$ cat src/oid_pkg.sv
// constants, field layouts and state types for the optoisolated input debounce block
// assumes one 25 MHz clock and a nominal power-system frequency fixed at build time
`default_nettype none

package oid_pkg;

	// ****************************************************************
	// counts and timing
	// ****************************************************************
	localparam int         NUM_INPUTS           = 14;
	localparam int         MAIN_INPUTS          = 6;
	localparam int         CLK_HZ               = 25_000_000;
	localparam int         CLK_PERIOD_NS        = 40;
	localparam int         NOMINAL_HZ           = 60;
	localparam int         SAMPLES_PER_CYCLE    = 16;
	localparam int         SIXTEENTH_CLKS       = CLK_HZ / (NOMINAL_HZ * SAMPLES_PER_CYCLE);
	localparam int         SAMPLES_PER_INTERVAL = 4;
	localparam int         TB_DIV_W             = 20;
	localparam logic [4:0] AC_PICKUP_SAMPLES    = 5'h02;
	localparam logic [4:0] AC_DROPOUT_SAMPLES   = 5'h10;

	// ****************************************************************
	// debounce setting, hundredths of a cycle
	// ****************************************************************
	localparam logic [6:0] DEB_MAX_HUND   = 7'h64;
	localparam logic [6:0] DEB_RST_FIRST  = 7'h4B;
	localparam logic [6:0] DEB_RST_SECOND = 7'h64;
	localparam logic [6:0] DEB_RST_OTHER  = 7'h32;
	localparam int         DEB_HUND_LSB   = 0;
	localparam int         DEB_AC_BIT     = 8;

	// ****************************************************************
	// register map
	// ****************************************************************
	localparam int         ADDR_W        = 8;
	localparam logic [7:0] REG_DEB_BASE  = 8'h00;
	localparam logic [7:0] REG_CTRL      = 8'h40;
	localparam logic [7:0] REG_PUBLISHED = 8'h44;
	localparam logic [7:0] REG_LIVE      = 8'h48;
	localparam logic [7:0] REG_FUNC      = 8'h4C;
	localparam int         CTRL_NC_BIT   = 0;
	localparam logic       CTRL_NC_RST   = 1'b0;

	// ****************************************************************
	// state types
	// ****************************************************************
	typedef struct packed {
		logic       ac;
		logic [6:0] hund;
	} oid_deb_set_type;

	typedef struct packed {
		logic       state;
		logic [4:0] cnt;
	} oid_cell_type;

	typedef struct packed {
		logic [TB_DIV_W-1:0] div;
		logic [1:0]          phase;
		logic                tick16;
		logic                quarter;
	} oid_tb_type;

	typedef struct packed {
		logic [NUM_INPUTS-1:0]                  sync1;
		logic [NUM_INPUTS-1:0]                  sync2;
		oid_deb_set_type [NUM_INPUTS-1:0]       set;
		logic                                   nc;
		logic [NUM_INPUTS-1:0]                  published;
		logic                                   breaker;
		logic                                   lockout;
		logic [31:0]                            rdata;
	} oid_top_type;

	// nearest sixteenth of a cycle: (h*16 + 50) / 100
	function automatic logic [4:0] oid_quantize(input logic [6:0] hund);
		logic [10:0] scaled;
		scaled = ({4'h0, hund} << 4) + 11'h032;
		return 5'(scaled / 11'h064);
	endfunction : oid_quantize

endpackage : oid_pkg

`default_nettype wire

$ cat src/oid_timebase.sv
// sixteenth-cycle sample tick and quarter-cycle processing tick
// assumes the divider value fits TB_DIV_W bits and is at least two
`default_nettype none

module oid_timebase
	import oid_pkg::*;
#(
	parameter int SIXTEENTH_DIV = SIXTEENTH_CLKS
) (
	input  wire logic clk_i,
	input  wire logic rst_b_i,
	output var  logic tick16_o,
	output var  logic quarter_o
);

	localparam logic [TB_DIV_W-1:0] DIV_LAST = TB_DIV_W'(SIXTEENTH_DIV - 1);

	oid_tb_type tb_r;
	oid_tb_type tb_nxt;

	// ****************************************************************
	// divider
	// ****************************************************************
	always_comb begin
		tb_nxt         = tb_r;
		tb_nxt.tick16  = 1'b0;
		tb_nxt.quarter = 1'b0;
		if (tb_r.div == DIV_LAST) begin
			tb_nxt.div     = '0;
			tb_nxt.tick16  = 1'b1;
			tb_nxt.phase   = 2'(tb_r.phase + 2'h1);
			tb_nxt.quarter = (tb_r.phase == 2'h3);
		end else begin
			tb_nxt.div = TB_DIV_W'(tb_r.div + 1'b1);
		end
	end

	always_ff @(posedge clk_i or negedge rst_b_i) begin
		if (!rst_b_i) begin
			tb_r <= '0;
		end else begin
			tb_r <= tb_nxt;
		end
	end

	assign tick16_o  = tb_r.tick16;
	assign quarter_o = tb_r.quarter;

	a_tick_period: assert property (@(posedge clk_i) disable iff (!rst_b_i)
		tb_r.tick16 |-> tb_r.div == '0 && $past(tb_r.div) == DIV_LAST)
		else $error("sample tick off its period");

	a_quarter_aligned: assert property (@(posedge clk_i) disable iff (!rst_b_i)
		tb_r.quarter |-> tb_r.tick16 && tb_r.phase == 2'h0)
		else $error("quarter tick not on every fourth sample tick");

endmodule : oid_timebase

`default_nettype wire

$ cat src/oid_debounce_cell.sv
// one input's shared pickup/dropout timer, stepped once per sample tick
// assumes sample_i is already synchronised and qset_i is 0..16
`default_nettype none

module oid_debounce_cell
	import oid_pkg::*;
(
	input  wire logic       clk_i,
	input  wire logic       rst_b_i,
	input  wire logic       tick16_i,
	input  wire logic       sample_i,
	input  wire logic       ac_i,
	input  wire logic [4:0] qset_i,
	output var  logic       state_o
);

	oid_cell_type c_r;
	oid_cell_type c_nxt;
	logic [4:0]   thresh;
	logic [4:0]   cnt_inc;

	// ****************************************************************
	// timer
	// ****************************************************************
	// one counter serves both directions: it counts samples that disagree with the state
	always_comb begin
		thresh  = ac_i ? (c_r.state ? AC_DROPOUT_SAMPLES : AC_PICKUP_SAMPLES) : qset_i;
		cnt_inc = 5'(c_r.cnt + 5'h01);
		c_nxt   = c_r;
		if (tick16_i) begin
			if (!ac_i && qset_i == 5'h00) begin
				c_nxt.state = sample_i;
				c_nxt.cnt   = 5'h00;
			end else if (sample_i == c_r.state) begin
				c_nxt.cnt = 5'h00;
			end else if (cnt_inc >= thresh) begin
				c_nxt.state = sample_i;
				c_nxt.cnt   = 5'h00;
			end else begin
				c_nxt.cnt = cnt_inc;
			end
		end
	end

	always_ff @(posedge clk_i or negedge rst_b_i) begin
		if (!rst_b_i) begin
			c_r <= '0;
		end else begin
			c_r <= c_nxt;
		end
	end

	assign state_o = c_r.state;

	a_only_on_tick: assert property (@(posedge clk_i) disable iff (!rst_b_i)
		$changed(c_r.state) |-> $past(tick16_i))
		else $error("debounce state moved between sample ticks");

	a_zero_passthru: assert property (@(posedge clk_i) disable iff (!rst_b_i)
		tick16_i && !ac_i && qset_i == 5'h00 |=> c_r.state == $past(sample_i))
		else $error("zero setting did not pass the sample");

	a_ac_pickup: assert property (@(posedge clk_i) disable iff (!rst_b_i)
		tick16_i && ac_i && sample_i && !c_r.state && c_r.cnt == 5'h01 |=> c_r.state)
		else $error("ac pickup missed on second high sample");

	a_ac_dropout: assert property (@(posedge clk_i) disable iff (!rst_b_i)
		tick16_i && ac_i && !sample_i && c_r.state |=>
		c_r.state == ($past(c_r.cnt) != 5'h0F))
		else $error("ac dropout not on sixteenth low sample");

	a_reversal_restart: assert property (@(posedge clk_i) disable iff (!rst_b_i)
		tick16_i && sample_i == c_r.state |=> c_r.cnt == 5'h00 && $stable(c_r.state))
		else $error("agreeing sample did not restart the timer");

	a_timed_flip: assert property (@(posedge clk_i) disable iff (!rst_b_i)
		tick16_i && !ac_i && qset_i != 5'h00 && sample_i != c_r.state |=>
		c_r.state == ($past(c_r.cnt) + 5'h01 >= $past(qset_i) ? $past(sample_i) : $past(c_r.state)))
		else $error("timed debounce flipped at the wrong count");

endmodule : oid_debounce_cell

`default_nettype wire

$ cat src/oid_input_debounce.sv
// top of the optoisolated input conditioning: sync, debounce, publish, register port
// assumes raw_in_i are asynchronous pins; rd/wr strobes are single-cycle and never both high
//
// Design decisions made here: the address map and the address-and-strobe port.
`default_nettype none

module oid_input_debounce
	import oid_pkg::*;
#(
	parameter int SIXTEENTH_DIV = SIXTEENTH_CLKS
) (
	input  wire logic                  clk_i,
	input  wire logic                  rst_b_i,
	input  wire logic [NUM_INPUTS-1:0] raw_in_i,
	input  wire logic                  lockout_other_i,
	input  wire logic [ADDR_W-1:0]     addr_i,
	input  wire logic [31:0]           wr_data_i,
	input  wire logic                  wr_i,
	input  wire logic                  rd_i,
	output var  logic [31:0]           rd_data_o,
	output var  logic [NUM_INPUTS-1:0] input_state_o,
	output var  logic                  first_input_state_o,
	output var  logic                  second_input_state_o,
	output var  logic                  breaker_closed_status_o,
	output var  logic                  reclose_lockout_drive_o
);

	oid_top_type           s_r;
	oid_top_type           s_nxt;
	logic                  tick16;
	logic                  quarter;
	logic [NUM_INPUTS-1:0] live;
	logic [4:0]            qset [NUM_INPUTS];
	logic [6:0]            hund_chk;

	// ****************************************************************
	// timebase
	// ****************************************************************
	oid_timebase #(
		.SIXTEENTH_DIV (SIXTEENTH_DIV)
	) u_timebase (
		.clk_i     (clk_i),
		.rst_b_i   (rst_b_i),
		.tick16_o  (tick16),
		.quarter_o (quarter)
	);

	// ****************************************************************
	// per-input debounce
	// ****************************************************************
	for (genvar g = 0; g < NUM_INPUTS; g++) begin : g_cell
		assign qset[g] = oid_quantize(s_r.set[g].hund);

		oid_debounce_cell u_cell (
			.clk_i    (clk_i),
			.rst_b_i  (rst_b_i),
			.tick16_i (tick16),
			.sample_i (s_r.sync2[g]),
			.ac_i     (s_r.set[g].ac),
			.qset_i   (qset[g]),
			.state_o  (live[g])
		);
	end

	// ****************************************************************
	// next state
	// ****************************************************************
	always_comb begin
		logic [5:0] idx;
		logic [6:0] hund;
		idx   = addr_i[7:2];
		hund  = wr_data_i[DEB_HUND_LSB +: 7];
		s_nxt = s_r;
		// second stage only reads the first
		s_nxt.sync1 = raw_in_i;
		s_nxt.sync2 = s_r.sync1;

		// publishing samples the timers once per interval; short debounces wait for it
		if (quarter) begin
			s_nxt.published = live;
		end

		s_nxt.breaker = s_r.published[0] ^ s_r.nc;
		s_nxt.lockout = !s_r.published[1] || lockout_other_i;

		if (wr_i) begin
			if (addr_i[1:0] == 2'h0 && {2'h0, idx} < 8'(NUM_INPUTS)) begin
				s_nxt.set[idx[3:0]].ac   = wr_data_i[DEB_AC_BIT];
				// out-of-range times clamp to one cycle rather than wrap
				s_nxt.set[idx[3:0]].hund = (hund > DEB_MAX_HUND) ? DEB_MAX_HUND : hund;
			end else if (addr_i == REG_CTRL) begin
				s_nxt.nc = wr_data_i[CTRL_NC_BIT];
			end
		end

		s_nxt.rdata = 32'h0000_0000;
		if (rd_i) begin
			if (addr_i[1:0] == 2'h0 && {2'h0, idx} < 8'(NUM_INPUTS)) begin
				s_nxt.rdata[DEB_AC_BIT]         = s_r.set[idx[3:0]].ac;
				s_nxt.rdata[DEB_HUND_LSB +: 7]  = s_r.set[idx[3:0]].hund;
			end else begin
				case (addr_i)
					REG_CTRL: begin
						s_nxt.rdata[CTRL_NC_BIT] = s_r.nc;
					end
					REG_PUBLISHED: begin
						s_nxt.rdata[NUM_INPUTS-1:0] = s_r.published;
					end
					REG_LIVE: begin
						s_nxt.rdata[NUM_INPUTS-1:0] = live;
					end
					REG_FUNC: begin
						s_nxt.rdata[1:0] = {s_r.lockout, s_r.breaker};
					end
					default: begin
						s_nxt.rdata = 32'h0000_0000;
					end
				endcase
			end
		end
	end

	// ****************************************************************
	// registers
	// ****************************************************************
	always_ff @(posedge clk_i or negedge rst_b_i) begin
		if (!rst_b_i) begin
			s_r       <= '0;
			s_r.nc    <= CTRL_NC_RST;
			s_r.lockout <= 1'b1;
			for (int k = 0; k < NUM_INPUTS; k++) begin
				s_r.set[k].hund <= DEB_RST_OTHER;
			end
			s_r.set[0].hund <= DEB_RST_FIRST;
			s_r.set[1].hund <= DEB_RST_SECOND;
		end else begin
			s_r <= s_nxt;
		end
	end

	assign rd_data_o               = s_r.rdata;
	assign input_state_o           = s_r.published;
	assign first_input_state_o     = s_r.published[0];
	assign second_input_state_o    = s_r.published[1];
	assign breaker_closed_status_o = s_r.breaker;
	assign reclose_lockout_drive_o = s_r.lockout;

	a_publish_quarter: assert property (@(posedge clk_i) disable iff (!rst_b_i)
		$changed(s_r.published) |-> $past(quarter) && s_r.published == $past(live))
		else $error("published bits changed off the processing interval");

	a_breaker_follow: assert property (@(posedge clk_i) disable iff (!rst_b_i)
		##1 breaker_closed_status_o == ($past(s_r.published[0]) ^ $past(s_r.nc)))
		else $error("breaker status does not follow first input");

	a_lockout_drive: assert property (@(posedge clk_i) disable iff (!rst_b_i)
		##1 reclose_lockout_drive_o == (!$past(s_r.published[1]) || $past(lockout_other_i)))
		else $error("lockout drive wrong for second input");

	a_setting_clamp: assert property (@(posedge clk_i) disable iff (!rst_b_i)
		wr_i && addr_i == REG_DEB_BASE |=>
		s_r.set[0].hund == ($past(hund_chk) > DEB_MAX_HUND ? DEB_MAX_HUND : $past(hund_chk)))
		else $error("debounce setting not stored or clamped");

	assign hund_chk = wr_data_i[DEB_HUND_LSB +: 7];

endmodule : oid_input_debounce

`default_nettype wire

$ cat config.mk
export PLATFORM = sky130hd
export DESIGN_NAME = oid_input_debounce
export DESIGN_NICKNAME = d
export VERILOG_FILES = /design/src/oid_pkg.sv /design/src/oid_timebase.sv /design/src/oid_debounce_cell.sv /design/src/oid_input_debounce.sv
export SDC_FILE = /design/constraint.sdc
export NUM_CORES = 1
export LEC_CHECK = 0
export ABC_CLOCK_PERIOD_IN_PS = 11600
export BUFFER_PORTS_ARGS = -buffer_cell sky130_fd_sc_hd__buf_4
export CORE_UTILIZATION = 40
export DETAILED_ROUTE_END_ITERATION = 7
export PLACE_DENSITY = 0.53
export SLEW_MARGIN = 40
export SYNTH_ARGS = -nofsm -noshare
export SYNTH_HDL_FRONTEND = slang
export SYNTH_HIERARCHICAL = 1
export SYNTH_SLANG_ARGS = --single-unit
$ cat constraint.sdc
create_clock -name clk_i -period 11.6 [get_ports clk_i]
set_clock_uncertainty 0.1 [all_clocks]
set_input_delay 2.32 -clock clk_i [delete_from_list [all_inputs] [get_ports clk_i]]
set_output_delay 2.32 -clock clk_i [all_outputs]
set_load 0.005 [all_outputs]
# Yosys cells after proc, flatten, opt, wreduce, memory -nomap -nowiden
# Cells that the tools add are included.
dict set report word_totals {
  output_inout_bits 50
  regBits 297
  in_bits 59
  word_cells 359
}
dict set report op_classes {
  mux 117
  div 14
  n_bitwise 2
  eq_ne 34
  n_reduce_logical 77
  addsub 30
  magnitude_cmp 18
}
# op count
set ops {}
lappend ops {{$mux W5} 57}
lappend ops {{$bwmux W112} 2}
lappend ops {{$add A11 B6 Y11 const B} 14}
lappend ops {{$div A11 B7 Y11 const B} 14}
lappend ops {{$mux W6} 14}
lappend ops {{$add A5 B1 Y5 const B} 14}
lappend ops {{$ge A5 B5 Y1} 14}
lappend ops {{$logic_not A5 Y1} 14}
lappend ops {{$demux W8 S4} 2}
lappend ops {{$reduce_and A3 Y1} 15}
lappend ops {{$bmux W8 S4} 1}
lappend ops {{$eq A8 B7 Y1 const B} 4}
lappend ops {{$mux W32} 1}
lappend ops {{$mux W1} 30}
lappend ops {{$ne A2 B1 Y1 const B} 14}
lappend ops {{$reduce_bool A2 Y1} 14}
lappend ops {{$pmux W12 S2} 1}
lappend ops {{$mux W7} 3}
lappend ops {{$add A20 B1 Y20 const B} 1}
lappend ops {{$eq A20 B15 Y1 const B} 1}
lappend ops {{$mux W20} 1}
lappend ops {{$logic_and A1 B1 Y1} 16}
lappend ops {{$mux W8} 2}
lappend ops {{$logic_not A1 Y1} 15}
lappend ops {{15 further kinds} 28}

# Logic depth before layout (Yosys ltp)
# Gate-level depths: netlist (run 1).
dict set report logic_depth {
  ltp_word 7
  ltp_mapped 27
  depth_no_buf 25
}

# Modules after synthesis
# Netlist (run 1), hierarchy kept.
# module seq_area_each_um2 cells_each instances area_each_um2
set by_module_without_submodules {}
lappend by_module_without_submodules {oid_input_debounce 4334.2 2430 1 19666.4}
lappend by_module_without_submodules {oid_debounce_cell 150.1 49 14 478.0}
lappend by_module_without_submodules {oid_timebase 600.6 101 1 1112.3}

# Worst setup path before layout (run 1)
# OpenSTA, ideal clock, no wires.
dict set report synth_timing {
  path_type {register -> register}
  start {register s_r[89] (netlist name)}
  end {register g_cell[5].u_cell/c_r[2] (netlist name)}
  stages_incl_launch_ff 27
  required_ns 11.382
  slack_ns 5.776
  path_buffers 3
  arrival_time_ns 5.606
  synth_period_minus_slack_ns 5.824
  setup_time_ns 0.118
  path_cell_list {dfrtp_1 > clkbuf_1 > inv_1 > ha_1 > nand2b_1 > buf_4 > or4_1 > o211a_1 > o21ai_1 > a222oi_1 > and2_1 > buf_4 > o31ai_4 > nor2_1 > a21oi_1 > ha_1 > a31oi_1 > or4_1 > nor2_1 > a21oi_1 > nor2b_1 > ha_1 > nand2b_1 > a31oi_1 > o211ai_2 > o21ai_1 > a21o_1}
}
# item line_no
set synth_lines {}
lappend synth_lines {{start: declaration} oid_input_debounce.sv:28} ;# oid_top_type s_r;
lappend synth_lines {{start signal: assignment} oid_input_debounce.sv:137} ;# s_r <= s_nxt;
lappend synth_lines {{end signal: assignment} oid_debounce_cell.sv:49} ;# c_r <= c_nxt;
lappend synth_lines {{end: declaration} oid_debounce_cell.sv:17} ;# oid_cell_type c_r;

==> metrics.md, run 1 <==
| Metric | Value |
|---|---|
| Status | finished clean |
| DRT antenna net count | 0 |
| FF-to-FF setup slack | roughly 4800 ps |
| Std-Cell Core Area | about 0.068 mm2 |
| Seq/Total Area, Yosys | 0.256 |
| Setup Buffers After CTS | 0 |
| I/O pin count | around 110 |
| Clk slew on worst S/H paths | around 60 ps |
| DP Worst Slack | 4870 ps |
| #FFs+latches synth | between 200 and 300 |
| Hold path depth | 0 |
| CTS Buffer Depth | 3 |
| GRT overflow | 0 |
| Final cell count without fillers | just over 4k |
| R2r startpoint | s_r[129] |
| Yosys top cell by area | dfrtp_1 |
| Crit path kind | reg -> reg |
| Register area | ~0.0070 mm2 |
| Number of global-route vias before repair | 23.3k |
| CP max FO | 19 |
| Total Neg Setup Slack | 0 ps |
| Leak Pwr | around 0.012 uW |
| Global-route wire length before repair | roughly 120000 um |
| Final critical-path required period | between 6000 and 7000 ps |
| FF-to-FF path depth | 21 |
| Total via count after detailed routing | between 20k and 25k |
| Final setup margin | roughly 4800 ps |
| Syn_area_per_cell | 8.54 um2 |
| Nets | ~3.4k |
| Die H | roughly 260 um |
| Clock tree from TritonCTS | yes |
| Final slew viol count | 0 |
| Tcrit/Tclk final | 0.588 |
| Worst path arrival time | 7170 ps |
| Initial Util | 0.407 |
| First-pass DRT Iterations | 6 |
| Hold WS | 247 ps |
| Hold Crit Endpoint | s_r[173] |
| Most numerous cell in the Yosys netlist | dfrtp_1 |
| Worst-Margin Slew | 850 ps |
| GR Util All Layers | 0.214 |
| Synthesis-to-finish area growth | 7.25% |
| Mapped Area | roughly 0.027 mm2 |
| Final hold viol count | 0 |
| Endpoints failing setup | 0 |
| Worst Path Required | ~12000 ps |
| Port bufs | 66 |
| DR iter-0 viols | about 1.7k |
| Num CTS Buffers | 38 |
| DP HPWL | around 55000 um |
| Global placer's final weighted congestion | 0.892 |
| Root Buffer | clkbuf_16 |
| Vias per inst | between 5 and 6 |
| Mapped Cells | 3217 |
| Post-synth EDFFs | 0 |
| Sink Count | approximately 280 |
| Site Rows | 95 |
| Netlist cell types | 124 |
| Worst Hold Launch | s_nxt[173] |
| FILL cells | ~6.6k |
| R2R Path End | g_cell[10].u_cell/c_r[2] |
| Die ar. | 0.0697 mm2 |
| Share of layout cells above drive strength 1 | 0.130 |
| # DRC | 0 |
| Drt wl/cell | approximately 19 um |
| PostCTS Resize Cnt | 0 |
| Min-delay worst type | reg -> reg |
| Initial antenna violation count | 5 |
| H-Tree Depth | 2 |
| Worst slew margin | 0.432 |
| PwrDens | approximately 100 mW/mm2 |
| Peak supply drop | 0.0971 mV |
| Share of the synthesized area in the top cell type | 0.214 |
| Hold_buf cts | 0 |
| Routed WL | around 76000 um |
| Die width | 264 um |
| Multi-input logic area | 0.0189 mm2 |
| Fmax achieved | around 150 MHz |
| Type of destination of the critical path | register |
| Synth top cells by count | dfrtp_1 (235), nor2_1 (207), nand2_1 (186) |
| Post-synth ARST share | 1.00 |
| Worst-Skew Late Latency | 570 ps |
| Yosys warns | 6 |
| Largest cells by area after synthesis | dfrtp_1 (21%), ha_1 (7.8%), xnor2_1 (4.5%) |
| Setup crit start kind | register |
| Pin count of the biggest net entering global routing | between 70 and 80 |
| Ys flop type | dfrtp_1 |
| RSZ-0062 raised after global routing | no |
| Total chip power | between 3000 and 4000 uW |
| Placed Instances | about 4k |
| Maxcap violations | 0 |
-- cell families (layout without fill, tap and decap cells) --
family | Yosys count | count (layout) | synth area share
fa+ha+maj | 172 | 172 | 0.0783
other cells | 1 | 20 | 0.000137
compound gates | 973 | 973 | 0.250
xor+xnor | 220 | 220 | 0.0707
simple gates | 1019 | 1019 | 0.199
mux | 193 | 193 | 0.0854
flops | 279 | 279 | 0.256
buf+inv | 360 | 315 | 0.0600
-- cell usage in the layout (no fill, tap or decap), types with 20 or more instances in the layout --
cell / n
o21ai_1: 67
dfrtp_1: 233
o21a_1: 21
mux4_2: 24
and3_1: 20
mux2_2: 75
a21o_1: 54
nor3_1: 80
o211ai_1: 37
dfstp_2: 44
a22oi_1: 23
a211oi_1: 26
or3_1: 34
o22ai_1: 42
a21oi_1: 170
ha_1: 171
nand3b_1: 24
nand3_1: 101
nor2b_1: 56
clkbuf_16: 39
nand2_1: 186
xor2_1: 76
o21ai_0: 164
o31ai_1: 36
buf_4: 70
inv_1: 166
or2_2: 23
and2_1: 40
nand4_1: 22
nand2b_1: 103
nor4_1: 30
nor2_1: 200
xnor2_1: 141
a31oi_1: 35
mux2i_1: 92
-- state kept, by name (all words and copies together), names as in the netlist --
register,flops
u_timebase/quarter_o,1
u_timebase/tb_r,22
g_cell.u_cell/state_o,14
breaker_closed_status_o,1
s_nxt,14
input_state_o,14
u_timebase/tick16_o,1
rd_data_o,14
g_cell.u_cell/c_r,70
reclose_lockout_drive_o,1
s_r,127
-- worst max-delay path, stage by stage (launching register included) --
cell,delay (ps)
dfrtp_1,750
clkinv_1,480
ha_1,510
or4_1,540
or3_1,360
nand3_1,230
a311oi_1,200
a2111oi_0,730
o31a_1,210
o21ai_0,60
a21boi_0,360
a21boi_1,350
a21oi_1,70
o311ai_0,320
o211ai_1,180
nor2b_1,160
ha_1,280
nand2b_1,90
a31oi_1,100
o211ai_2,320
o21ai_1,90
a21o_1,200
-- metal layers --
layer	global-route usage	up-vias	wire (um)
li1	-	11800	-
met1	0.296	11700	36100
met2	0.341	582	33900
met5	0	-	37
met3	0.0346	124	3670
met4	0.0680	6	2080
-- how the worst max path moves through the flow --
stage | start | to | cells after the start
6_report | s_r[129] | g_cell[10].u_cell/c_r[2] | 21
5_1_grt | s_r[89] | g_cell[5].u_cell/c_r[3] | 23
4_1_cts | s_r[129] | g_cell[10].u_cell/c_r[2] | 21
3_5_place_dp | s_r[129] | g_cell[10].u_cell/c_r[2] | 21
3_3_place_gp | s_r[129] | g_cell[10].u_cell/c_r[2] | 21
2_1_floorplan | s_r[89] | g_cell[5].u_cell/c_r[2] | 26
-- final cells by class --
cell class | count | area share
Clock buffer | 51 | 0.0364
Multi-Input combinational cell | 2595 | 0.641
Sequential cell | 279 | 0.239
Clock inverter | 18 | 0.00471
Antenna cell | 2 | 0.000170
Inverter | 171 | 0.0218
Timing Repair Buffer | 75 | 0.0199
Tap cell | 873 | 0.0371
-- per-stage QoR --
step	utilization	cell area, um2
6_report	0.436	29500
4_1_cts	0.436	29400
2_1_floorplan	-	27500
3_5_place_dp	0.418	28200
5_1_grt	0.436	29500
3_3_place_gp	0.417	28200
-- where the power goes --
group	switching, uW	internal (uW)
Sequential	66.0	1000
Clock	482	673
Combinational	509	354
Total	1060	2030
Note: power is estimated with default switching activity, not from simulation.
==> inputs of run 2 (changes only) <==
--- a/config.mk
+++ b/config.mk
@@ -5,7 +5,8 @@
 export SDC_FILE = /design/constraint.sdc
 export NUM_CORES = 1
 export LEC_CHECK = 0
-export ABC_CLOCK_PERIOD_IN_PS = 11600
+export ABC_AREA = 1
+export ABC_CLOCK_PERIOD_IN_PS = 6300
 export BUFFER_PORTS_ARGS = -buffer_cell sky130_fd_sc_hd__buf_4
 export CORE_UTILIZATION = 40
 export DETAILED_ROUTE_END_ITERATION = 7
==> constraint.sdc (replaced) <==
create_clock -name clk_i -period 6.3 [get_ports clk_i]
set_clock_uncertainty 0.1 [all_clocks]
set_input_delay 1.26 -clock clk_i [delete_from_list [all_inputs] [get_ports clk_i]]
set_output_delay 1.26 -clock clk_i [all_outputs]
set_load 0.005 [all_outputs]
==> run 2 against run 1 <==
  * Non-clock buffer count decreased by 3
  * Cell count increased by 19%
  * Setup slack got worse by 3500 ps
  * Core utilization increased by 0.78 points
==> metrics.md, run 2 <==
| Metric | Value |
|---|---|
| Status | finished clean (unchanged) |
| Largest registers | s_r (127), g_cell.u_cell/c_r (70), u_timebase/tb_r (22) (unchanged) |
| Worst path slowest cell | dfrtp_1 (unchanged) |
| Post-synth EDFFs | 0 (unchanged) |
| Worst path arrival time | 5380 ps (was 7170 ps) |
| H-Tree Depth | 2 (unchanged) |
| Drt wl/cell | 14.4 um (was 18.7 um) |
| DR iter-0 viols | 1493 (was 1703) |
| Pin count of the biggest net entering global routing | 112 (was 74) |
| Final slew viol count | 0 (unchanged) |
| Root Buffer | clkbuf_16 (unchanged) |
| Final setup margin | 1260 ps (was 4780 ps) |
| First-pass DRT Iterations | 7 (was 6) |
| Vias per inst | 5.01 (was 5.98) |
| R2R Path End | g_cell[2].u_cell/state_o (was g_cell[10].u_cell/c_r[2]) |
| Netlist cell types | 64 (was 124) |
| Hold Crit Endpoint | s_r[163] (was s_r[173]) |
| Initial antenna violation count | 2 (was 5) |
| Final critical-path required period | 5040 ps (was 6820 ps) |
| Hold_buf cts | 0 (unchanged) |
| GRT overflow | 0 (unchanged) |
| Type of destination of the critical path | register (unchanged) |
| PostCTS Resize Cnt | 0 (unchanged) |
| Number of global-route vias before repair | 22.2k (was 23.3k) |
| Endpoints failing setup | 0 (unchanged) |
| Hold path depth | 0 (unchanged) |
| Total via count after detailed routing | 24.1k (was 24.3k) |
| Share of the synthesized area in the top cell type | 0.224 (was 0.214) |
| Most numerous cell in the Yosys netlist | nand2_1 (was dfrtp_1) |
| Fmax achieved | 198 MHz (was 147 MHz) |
| Worst slew margin | 0.445 (was 0.432) |
| Die H | 258 um (was 264 um) |
| Final instance area | 0.0287 mm2 (was 0.0295 mm2) |
| I/O pin count | 109 (unchanged) |
| FF-to-FF path depth | 38 (was 21) |
| Worst-Margin Slew | 826 ps (was 850 ps) |
| Critical Path Most Common Cell | nand2_1 (was ha_1) |
| Port bufs | 66 (unchanged) |
| Max reg flops | 127 (unchanged) |
| Ys flop type | dfrtp_1 (unchanged) |
| PwrDens | 189 mW/mm2 (was 105 mW/mm2) |
| Yosys warns | 6 (unchanged) |
| Seq/Total Area, Yosys | 0.268 (was 0.256) |
| Hold WS | 248 ps (was 247 ps) |
| Clk slew on worst S/H paths | 60 ps (about the same) |
| Clock tree from TritonCTS | yes (unchanged) |
| #FFs+latches synth | 279 (unchanged) |
| Maxcap violations | 0 (unchanged) |
| Mapped Area | 0.0262 mm2 (was 0.0275 mm2) |
| DP Worst Slack | 1320 ps (was 4870 ps) |
| Total chip power | 5420 uW (was 3090 uW) |
| DRT antenna net count | 0 (unchanged) |
| Num CTS Buffers | 37 (was 38) |
| Site Rows | 93 (was 95) |
| # DRC | 0 (unchanged) |
| Leak Pwr | 0.0148 uW (was 0.0121 uW) |
| Setup crit start kind | register (unchanged) |
| CP max FO | 8 (was 19) |
| Nets | 4165 (was 3390) |
| Most frequent cells in the layout | nand2_1 (1234), inv_1 (509), nand3_1 (281), nor2_1 (246), dfrtp_1 (233) (was dfrtp_1 (233), nor2_1 (200), nand2_1 (186), ha_1 (171), a21oi_1 (170)) |
| Min-delay worst type | reg -> reg (unchanged) |
| Std-Cell Core Area | 0.0646 mm2 (was 0.0675 mm2) |
| Sink Count | 279 (unchanged) |
| Total Neg Setup Slack | 0 ps (unchanged) |
| Post-synth ARST share | 1.00 (unchanged) |
| R2r startpoint | s_r[65] (was s_r[129]) |
| Largest cells by area after synthesis | dfrtp_1 (22%), nand2_1 (18%), ha_1 (8.2%) (was dfrtp_1 (21%), ha_1 (7.8%), xnor2_1 (4.5%)) |
| Worst Hold Launch | s_nxt[163] (was s_nxt[173]) |
| Global-route wire length before repair | 115000 um (was 124000 um) |
| Top reg by flops | s_r (unchanged) |
| Die ar. | 0.0666 mm2 (was 0.0697 mm2) |
| FILL cells | 6790 (was 6603) |
| Final hold viol count | 0 (unchanged) |
| Yosys top cell by area | dfrtp_1 (unchanged) |
| Placed Area | 0.0274 mm2 (was 0.0282 mm2) |
| Mapped Cells | 3902 (was 3217) |
| Crit path kind | reg -> reg (unchanged) |
| GR Util All Layers | 0.210 (was 0.214) |
| DP HPWL | 53500 um (was 55400 um) |
| Global placer's final weighted congestion | 0.860 (was 0.892) |
| CTS Buffer Depth | 3 (unchanged) |
| Tcrit/Tclk final | 0.800 (was 0.588) |
| Synth top cells by count | nand2_1 (1235), inv_1 (510), nand3_1 (281) (was dfrtp_1 (235), nor2_1 (207), nand2_1 (186)) |
| Worst-Skew Late Latency | 560 ps (was 570 ps) |
| Synthesis-to-finish area growth | 9.35% (was 7.25%) |
| FF-to-FF setup slack | 1260 ps (was 4780 ps) |
| Initial Util | 0.406 (was 0.407) |
| Critical Path Max Stage Delay | 480 ps (was 750 ps) |
| Routed WL | 69500 um (was 75800 um) |
| RSZ-0062 raised after global routing | no (unchanged) |
| Commonest non-fill, non-tap cell in the layout | nand2_1 (was dfrtp_1) |
| Die width | 258 um (was 264 um) |
| Share of layout cells above drive strength 1 | 0.127 (was 0.130) |
| Peak supply drop | 0.193 mV (was 0.0971 mV) |
| Syn_area_per_cell | 6.72 um2 (was 8.54 um2) |
| Worst Path Required | 6640 ps (was 11950 ps) |
| Setup Buffers After CTS | 0 (unchanged) |
[run 2: cell types whose count changed in the layout (fill, tap and decap cells not counted), sizes merged, moves of 55 or more]
| cell | previous run | this run |
|---|---|---|
| a21o | 55 | 0 |
| nand3 | 101 | 326 |
| xnor2 | 141 | 32 |
| a21oi | 172 | 67 |
| mux2 | 76 | 13 |
| nor3 | 80 | 21 |
| nand4 | 22 | 181 |
| mux2i | 92 | 1 |
| nand2b | 105 | 0 |
| nor2 | 208 | 305 |
| inv | 171 | 558 |
| nor2b | 57 | 0 |
| nand2 | 186 | 1326 |
[run 2: how the worst max path moves through the flow]
| stage | slack [ps] | to | startpoint |
|---|---|---|---|
| 6_report | 1260 | g_cell[2].u_cell/state_o | s_r[65] |
| 5_1_grt | 620 | g_cell[12].u_cell/state_o | s_r[145] |
| 4_1_cts | 1300 | g_cell[2].u_cell/state_o | s_r[65] |
| 3_5_place_dp | 1320 | g_cell[8].u_cell/state_o | s_r[113] |
| 3_3_place_gp | 1320 | g_cell[1].u_cell/state_o | s_r[57] |
| 2_1_floorplan | 2040 | g_cell[13].u_cell/state_o | s_r[153] |
[run 2: final cells by class]
cell class | count | area, um2 | area share
Inverter | 561 | 2120 | 0.0738
Clock buffer | 59 | 1130 | 0.0394
Antenna cell | 1 | 2.50 | 0.0000872
Clock inverter | 9 | 153 | 0.00532
Timing Repair Buffer | 72 | 561 | 0.0195
Sequential cell | 279 | 7040 | 0.245
Tap cell | 855 | 1070 | 0.0373
Multi-Input combinational cell | 2984 | 16600 | 0.579
[run 2: cells by family (layout without fill, tap and decap cells)]
group | count (synthesis) | count (layout) | share of synthesized area
fa+ha+maj | 171 | 171 | 0.0816
mux | 14 | 14 | 0.00596
buf+inv | 656 | 701 | 0.102
simple gates | 2198 | 2198 | 0.390
other cells | 1 | 19 | 0.000143
compound gates | 470 | 470 | 0.109
xor+xnor | 113 | 113 | 0.0429
flops | 279 | 279 | 0.268
[run 2: critical path: cells and delay by family, from the launching register on]
kind                       cells  cell delay [ps]
adders and majority gates      3              760
and+or+nand+nor               27             2680
AOI/OAI and AO/OA              2              340
buffers and inverters          6              530
DFF                            1              480
[run 2: metrics by stage]
step,cells,utilization
2_1_floorplan,3919,-
3_3_place_gp,4751,0.424
3_5_place_dp,4751,0.424
4_1_cts,4819,0.444
5_1_grt,4820,0.444
6_report,4820,0.444
[run 2: where the power goes]
group	total (uW)	internal (uW)	switching (uW)
logic	1250	411	840
clock network	2260	1390	862
registers	1920	1840	72.9
total	5420	3650	1770
[run 2: per-layer routing]
metal  vias up  wire length (um)  track usage
met3        88              2970       0.0323
met4         2              1750       0.0616
met2       355             30400        0.333
met5         -                18            0
li1      12800                 -            -
met1     10900             34400        0.294
